`src/core/wss_pkg.sv`:
```
// Purpose : shared constants and types of the stop wake source two selector
// Assumes : one 50 MHz clock, classic wishbone register bus
// Notes   : register indices are word indices, byte address is index * 4
package wss_pkg;

	// ------------------------------------------------------------------
	// bus geometry
	// ------------------------------------------------------------------
	localparam int ADR_W = 8;
	localparam int DAT_W = 32;
	localparam int SEL_W = 4;

	// ------------------------------------------------------------------
	// register map
	// ------------------------------------------------------------------
	localparam logic [7:0] IDX_SRC_TWO = 8'h0D;
	localparam logic [7:0] IDX_STATUS  = 8'h0E;
	localparam logic [7:0] IDX_COUNT   = 8'h0F;

	// ------------------------------------------------------------------
	// source two control fields
	// ------------------------------------------------------------------
	localparam int SEL_LSB   = 2;
	localparam int SEL_MSB   = 4;
	localparam int LEVEL_POS = 6;

	localparam logic [2:0] SEL_RESET   = 3'h0;
	localparam logic       LEVEL_RESET = 1'b0;

	// ------------------------------------------------------------------
	// status fields
	// ------------------------------------------------------------------
	localparam int ST_STOPPED = 0;
	localparam int ST_BY_TWO  = 1;
	localparam int ST_BY_ONE  = 2;
	localparam int ST_ACTIVE  = 3;

	// ------------------------------------------------------------------
	// select codes
	// ------------------------------------------------------------------
	typedef enum logic [2:0] {
		SRC_POR_ONLY  = 3'h0,
		SRC_NAND_P2L  = 3'h1,
		SRC_NAND_P2   = 3'h2,
		SRC_NOR_P3    = 3'h3,
		SRC_NAND_P3   = 3'h4,
		SRC_NOR_P3P0  = 3'h5,
		SRC_NAND_P3P0 = 3'h6,
		SRC_NAND_P3P2 = 3'h7
	} wss_src_t;

	// ------------------------------------------------------------------
	// pin masks, layout {port3[3:1], port2[7:0], port0[7:0]}
	// ------------------------------------------------------------------
	localparam int PIN_W = 19;
	localparam logic [18:0] MSK_NONE = 19'h00000;
	localparam logic [18:0] MSK_P2L  = 19'h00F00;
	localparam logic [18:0] MSK_P2   = 19'h0FF00;
	localparam logic [18:0] MSK_P3   = 19'h70000;
	localparam logic [18:0] MSK_P3P0 = 19'h70081;
	localparam logic [18:0] MSK_P3P2 = 19'h70700;

	typedef struct packed {
		logic [3:1] port3;
		logic [7:0] port2;
		logic [7:0] port0;
	} wss_pins_t;

	// ------------------------------------------------------------------
	// sequencer states
	// ------------------------------------------------------------------
	typedef enum logic [2:0] {
		ST_RUN  = 3'h1,
		ST_STOP = 3'h2,
		ST_WAKE = 3'h4
	} wss_state_t;

endpackage

```
`src/core/wss_top.sv`:
```
// Purpose : stop mode wake source two selector with wishbone registers
// Assumes : rst_n_i is the power-on reset, pins synchronous to sys_clk_i
// Notes   : source one recovery arrives as wake_one_i
//
// Functional notes
// - select 000 gives no pin wake; only source one or power-on reset ends stop.
// - 001 is NAND of port 2 bits 0-3; 010 NAND of bits 0-7.
// - 011 is NOR of port 3 bits 1-3; 100 is their NAND.
// - 101 NOR of port 3 bits 1-3, port 0 bits 0,7; 110 NAND.
// - 111 is NAND of port 3 bits 1-3 and port 2 bits 0-2.
// - level bit D6 at xor: 0 wakes on low, 1 on high.
// - select and level bits are write-only; reads return zero.
// - either source one or source two ends stop mode.
// - pins configured as outputs are left out of the combination.
// - select resets to 000 at power-on, kept across stop recovery.
`timescale 1ns/100ps
module wss_top
	import wss_pkg::*;
(
	input  wire logic             sys_clk_i,
	input  wire logic             rst_n_i,
	// wishbone slave
	input  wire logic             wb_cyc_i,
	input  wire logic             wb_stb_i,
	input  wire logic             wb_we_i,
	input  wire logic [ADR_W-1:0] wb_adr_i,
	input  wire logic [SEL_W-1:0] wb_sel_i,
	input  wire logic [DAT_W-1:0] wb_dat_i,
	output logic      [DAT_W-1:0] wb_dat_o,
	output logic                  wb_ack_o,
	// core and pins
	input  wire logic             stop_req_i,
	input  wire logic             wake_one_i,
	input  wire wss_pins_t        pins_i,
	input  wire wss_pins_t        dir_out_i,
	output logic                  stopped_o,
	output logic                  restart_o
);

	// ------------------------------------------------------------------
	// state
	// ------------------------------------------------------------------
	typedef struct packed {
		wss_state_t       state;
		logic [2:0]       sel;
		logic             level;
		logic             ack;
		logic [DAT_W-1:0] rdata;
		logic             restart;
		logic             by_two;
		logic             by_one;
		logic [7:0]       count;
		logic             stopped;
	} wss_regs_t;

	localparam wss_regs_t REGS_RESET = '{
		state:   ST_RUN,
		sel:     SEL_RESET,
		level:   LEVEL_RESET,
		ack:     1'b0,
		rdata:   32'h00000000,
		restart: 1'b0,
		by_two:  1'b0,
		by_one:  1'b0,
		count:   8'h00,
		stopped: 1'b0
	};

	wss_regs_t st_ff;
	wss_regs_t nxt_st;

	// ------------------------------------------------------------------
	// address decode
	// ------------------------------------------------------------------
	function automatic logic hit(input logic [ADR_W-1:0] a,
		input logic [7:0] idx);
		hit = (a[ADR_W-1:2] == idx[ADR_W-3:0]) && (a[1:0] == 2'h0);
	endfunction

	// ------------------------------------------------------------------
	// wake combination
	// ------------------------------------------------------------------
	logic two_active;

	wss_wake_combine u_combine (
		.sel_i     (st_ff.sel),
		.level_i   (st_ff.level),
		.pins_i    (pins_i),
		.dir_out_i (dir_out_i),
		.active_o  (two_active)
	);

	// ------------------------------------------------------------------
	// bus request
	// ------------------------------------------------------------------
	logic req;
	logic wr;
	logic rd;

	// one request per ack; ack drops the cycle after
	assign req = wb_cyc_i && wb_stb_i && !st_ff.ack;
	assign wr  = req && wb_we_i;
	assign rd  = req && !wb_we_i;

	// ------------------------------------------------------------------
	// next state
	// ------------------------------------------------------------------
	always_comb begin
		nxt_st         = st_ff;
		nxt_st.ack     = req;
		nxt_st.restart = 1'b0;

		// register writes; reserved bits are discarded
		if (wr && wb_sel_i[0] && hit(wb_adr_i, IDX_SRC_TWO)) begin
			nxt_st.sel   = wb_dat_i[SEL_MSB:SEL_LSB];
			nxt_st.level = wb_dat_i[LEVEL_POS];
		end
		if (wr && wb_sel_i[0] && hit(wb_adr_i, IDX_COUNT)) begin
			nxt_st.count = 8'h00;
		end

		// register reads
		if (rd) begin
			nxt_st.rdata = 32'h00000000;
			if (hit(wb_adr_i, IDX_SRC_TWO)) begin
				// write-only control reads back zero
				nxt_st.rdata = 32'h00000000;
			end else if (hit(wb_adr_i, IDX_STATUS)) begin
				nxt_st.rdata[ST_STOPPED] = (st_ff.state == ST_STOP);
				nxt_st.rdata[ST_BY_TWO]  = st_ff.by_two;
				nxt_st.rdata[ST_BY_ONE]  = st_ff.by_one;
				nxt_st.rdata[ST_ACTIVE]  = two_active;
			end else if (hit(wb_adr_i, IDX_COUNT)) begin
				nxt_st.rdata[7:0] = st_ff.count;
			end
		end

		// stop and recovery sequencing
		unique case (st_ff.state)
			ST_RUN: begin
				if (stop_req_i) begin
					nxt_st.state  = ST_STOP;
					nxt_st.by_two = 1'b0;
					nxt_st.by_one = 1'b0;
				end
			end
			ST_STOP: begin
				// either source ends stop mode
				if (two_active || wake_one_i) begin
					nxt_st.state   = ST_WAKE;
					nxt_st.restart = 1'b1;
					nxt_st.by_two  = two_active;
					nxt_st.by_one  = wake_one_i;
					if (two_active && st_ff.count != 8'hFF) begin
						nxt_st.count = st_ff.count + 8'h01;
					end
				end
			end
			ST_WAKE: begin
				// selection kept, only the sequencer returns
				nxt_st.state = ST_RUN;
			end
			default: begin
				nxt_st.state = ST_RUN;
			end
		endcase

		// stop flag registered so stopped_o leaves a flop
		nxt_st.stopped = (nxt_st.state == ST_STOP);
	end

	// ------------------------------------------------------------------
	// registers
	// ------------------------------------------------------------------
	always_ff @(posedge sys_clk_i) begin
		if (!rst_n_i) begin
			// only power-on reset clears the selection
			st_ff <= REGS_RESET;
		end else begin
			st_ff <= nxt_st;
		end
	end

	// ------------------------------------------------------------------
	// outputs
	// ------------------------------------------------------------------
	assign wb_dat_o  = st_ff.rdata;
	assign wb_ack_o  = st_ff.ack;
	assign stopped_o = st_ff.stopped;
	assign restart_o = st_ff.restart;

endmodule

```
`src/core/wss_wake_combine.sv`:
```
// Purpose : forms the source two wake condition from the port pins
// Assumes : pins synchronous to the clock, dir bit high means output
// Notes   : purely combinational
`timescale 1ns/100ps
module wss_wake_combine
	import wss_pkg::*;
(
	input  wire logic [2:0] sel_i,
	input  wire logic       level_i,
	input  wire wss_pins_t  pins_i,
	input  wire wss_pins_t  dir_out_i,
	output logic            active_o
);

	// ------------------------------------------------------------------
	// code decode
	// ------------------------------------------------------------------
	function automatic logic [18:0] code_mask(input logic [2:0] c);
		unique case (wss_src_t'(c))
			SRC_POR_ONLY:               code_mask = MSK_NONE;
			SRC_NAND_P2L:               code_mask = MSK_P2L;
			SRC_NAND_P2:                code_mask = MSK_P2;
			SRC_NOR_P3, SRC_NAND_P3:    code_mask = MSK_P3;
			SRC_NOR_P3P0, SRC_NAND_P3P0: code_mask = MSK_P3P0;
			SRC_NAND_P3P2:              code_mask = MSK_P3P2;
		endcase
	endfunction

	logic [18:0] pin_vec;
	logic [18:0] eff;
	logic [18:0] nand_in;
	logic [18:0] nor_in;
	logic        is_nor;
	logic        combined;

	assign pin_vec = pins_i;
	// output pins drop out of the combination
	assign eff     = code_mask(sel_i) & ~dir_out_i;
	assign is_nor  = (sel_i == SRC_NOR_P3) || (sel_i == SRC_NOR_P3P0);

	genvar g;
	generate
		for (g = 0; g < PIN_W; g++) begin : g_pin
			assign nand_in[g] = eff[g] ? pin_vec[g] : 1'b1;
			assign nor_in[g]  = eff[g] ? pin_vec[g] : 1'b0;
		end
	endgenerate

	assign combined = is_nor ? ~|nor_in : ~&nand_in;
	// xor stage: level 0 wakes on low, 1 on high
	assign active_o = (|eff) && ((combined ^ level_i) == 1'b0);

endmodule

```
`config.mk`:
```
export PLATFORM = sky130hd
export DESIGN_NAME = wss_top
export DESIGN_NICKNAME = d
export VERILOG_FILES = /design/src/core/wss_pkg.sv /design/src/core/wss_top.sv /design/src/core/wss_wake_combine.sv
export SDC_FILE = /design/constraint.sdc
export NUM_CORES = 1
export LEC_CHECK = 0
export BUFFER_PORTS_ARGS = -buffer_cell sky130_fd_sc_hd__buf_2
export CAP_MARGIN = 20
export CELL_PAD_IN_SITES_DETAIL_PLACEMENT = 1
export CELL_PAD_IN_SITES_GLOBAL_PLACEMENT = 2
export CORE_ASPECT_RATIO = 1.1
export CORE_MARGIN = 5
export CORE_UTILIZATION = 23
export DETAILED_ROUTE_END_ITERATION = 6
export PLACE_DENSITY = 0.84
export SKIP_CTS_REPAIR_TIMING = 1
export SLEW_MARGIN = 10
export SYNTH_ARGS = -nofsm -noshare
export SYNTH_HDL_FRONTEND = slang
export SYNTH_SLANG_ARGS = --single-unit
```
`constraint.sdc`:
```
create_clock -name sys_clk_i -period 2.6 [get_ports sys_clk_i]
set_input_delay 0.13 -clock sys_clk_i [delete_from_list [all_inputs] [get_ports sys_clk_i]]
set_output_delay 0.13 -clock sys_clk_i [all_outputs]
set_load 0.05 [all_outputs]
```
==> impl_results.md <==
- Yosys top cell by area: dfxtp_1
- Synth cell types: 47
- IO buf count: 56
- Row cnt: 36
- Leakage: 1.10 nW
- Clk pin slew, worst setup/hold paths: 0.07 ns
- Worst-Margin Slew: 0.613 ns
- CTS tree: built
- Final wirelength: 5440 µm
- Main combinational cell family by area after synthesis: simple AND/OR/NAND/NOR gates
- Pins Over Slew Limit: 0
- Flop pwr share: 0.456
- Crit share post-route: 0.850
- H-tree Lvls: 2
- Pre-Repair DR Iteration Count: 4
- CP Data Arrival Time: 2.39 ns
- Xor and xnor fraction of the mapped netlist area: 0.0171
- Die height: 109 µm
- Min cycle time layout: 2.21 ns
- Clock power share: 0.389
- Normalized max-slew margin: 0.591
- Synth Area in Adders: 0.0122
- CTS max path bufs: 2
- Hold WC Path Type: in2reg
- Worst ir drop on vdd: 0.133 mV
- Overall global routing resource usage: 0.100
- Ys flop type: dfxtp_1
- Number of vias per cell: 4.49
- Detailed Route Iter0 Violations: 36
- Clk sinks: 33
- Layout fillers: 1087
- Setup crit start kind: register
- Synth Area per Inst: 8.35 µm²
- Crit path required time: 2.78 ns
- Pwr/cell area: 470 mW/mm²
- Post-synth EDFFs: 0
- Total CTS buffers: 5
- Share of the yosys chip area belonging to registers: 0.322
- Antenna cell count: 0
- Routed vias: 1821
- CP endpoint kind: register
- RSZ-0062 raised after global routing: no
- Routed WL per cell: 13.4 µm
- Synth Area in Compound Gates: 0.163
- DIE AREA: 0.0109 mm²
- Post-Layout Cell Count: 406
- Worst skew pair latency: 0.29 ns
- Setup TNS: 0 ns
- Commonest non-fill, non-tap cell in the layout: buf_2
- Routability Congestion: 0.804
- Hold Vio Cnt, Final: 0
- Maxcap violations: 0
- Dominant cells by area after synthesis: dfxtp_1 (32%), buf_4 (12%), mux2i_1 (5.9%)
- Switching power: 328 µW
- Crit Path Class: reg2reg
- Top-area cell type share of the netlist area: 0.322
- Clock root buffer: clkbuf_8
- Vias in the first global route: 1973
- Syn Std Cell Area: 0.00205 mm²
- Share of cells above drive strength 1: 0.250
- Starting Density: 0.234
- Crit Path Max Fanout: 4
- Final net count: 382
- Top Ports: 124
- Dpl cells: 398
- Routed Antenna Nets: 0
- Congestion Overflow GR: 0
- DRC violations left: 0
- P&R area growth vs syn: 16.5%
- Combinational share of power: 0.155
- Core area: 0.00878 mm²
- FFs w/ async S/R, synth: 0
- Largest net degree at the start of global routing: 40
- Commonest cells after routing, fill and taps aside: buf_2 (56), dfxtp_1 (33), conb_1 (24)
- Switching Share: 0.292
- Synth Instances: 246
- Post-synthesis mux area share: 0.0658
- Setup Skew: 0.00357 ns
- Die X-Extent: 100 µm
- Seq cells post-synth: 33
- Setup Viol. Count Final: 0
- Internal Power: 795 µW
- HPWL Detailed: 4430 µm
- Synth Warn #: 0
- Simple-gate portion of the synthesized area: 0.267
- Fmax: 452 MHz
- Status: complete, no violations
- Wire length of the first global-routing pass: 8870 µm
- Initial antenna violation count: 0
routing by layer:
metal / GRT usage / wire, µm / up-vias
li1: - / - / 905
met1: 0.106 / 2120 / 867
met2: 0.194 / 2960 / 43
met3: 0.0218 / 288 / 6
met4: 0.0346 / 70 / 0
met5: 0 / 0 / -
power by group through the flow:
stage	clock network (mW)	registers (mW)	logic, mW
3_3_place_gp	0	0.524	0.171
2_1_floorplan	0	0.530	0.144
4_1_cts	0.455	0.512	0.175
3_5_place_dp	0	0.524	0.174
5_1_grt	0.469	0.512	0.188
6_report	0.437	0.512	0.174
worst paths after layout:
kind	from	end	slack (ns)	depth (start not counted)
max reg2reg	wb_ack_o$_SDFF_PN0_	register	0.39	7
min reg2reg	wb_dat_o[1]$_SDFFE_PN0P_	wb_dat_o[1]$_SDFFE_PN0P_	0.51	2
max	wb_ack_o$_SDFF_PN0_	register	0.39	7
min	wb_dat_i[6]	st_ff[45]$_SDFFE_PN0P_	0.12	3
logic make-up (layout without fill, tap and decap cells):
logic type / Yosys count / count (layout)
other: 1 / 24
DFF: 33 / 33
xor gates and xnor gates: 4 / 4
AOI/OAI and AO/OA: 47 / 47
muxes: 13 / 13
and+or+nand+nor: 96 / 96
adders and majority gates: 2 / 2
buffers and inverters: 50 / 73
cell usage after synthesis (2+ instances only):
cell       n
a211oi_1   4
a21oi_1    7
a22oi_1    7
and2_1     4
and3_1     4
and3b_1    2
buf_2      2
buf_4     32
clkbuf_1   7
dfxtp_1   33
ha_1       2
inv_1      8
mux2i_1   12
nand2_1   18
nand2b_1   5
nand3_1   10
nand4_1    4
nor2_1     7
nor2b_1   19
nor3_1     9
nor3b_1    3
o211ai_1   3
o21a_1     5
o21ai_0    7
o22ai_1    5
o311ai_1   2
or2_2      2
or3b_1     2
xor2_1     3
layout make-up:
cell class | instances | area, µm² | area share
multi-input combinational | 186 | 1170 | 0.489
sequential | 33 | 661 | 0.276
timing repair buffer | 57 | 288 | 0.120
tap | 114 | 143 | 0.0597
clock buffer | 7 | 96.3 | 0.0403
inverter | 8 | 30.0 | 0.0126
clock inverter | 1 | 5.00 | 0.00209
through the flow:
stage	util	instance area [µm²]	setup slack [ns]	power, mW	hold WS, ns
finish	0.272	2390	0.389	1.12	0.125
detailed placement	0.261	2290	0.301	0.698	0.423
floorplan	-	2140	0.380	0.674	0.296
global placement	0.261	2290	0.276	0.695	0.392
CTS	0.272	2390	0.361	1.14	0.122
global route	0.272	2390	0.235	1.17	0.137
worst max-delay path: stages (launching register included):
cell     delay, ns
dfxtp_1       0.32
nor2_1        0.13
nand4_1       0.17
or3b_1        0.53
mux2i_1       0.25
nor2b_1       0.10
ha_1          0.33
mux2_4        0.27
Note: power is estimated with default switching activity, not from simulation.
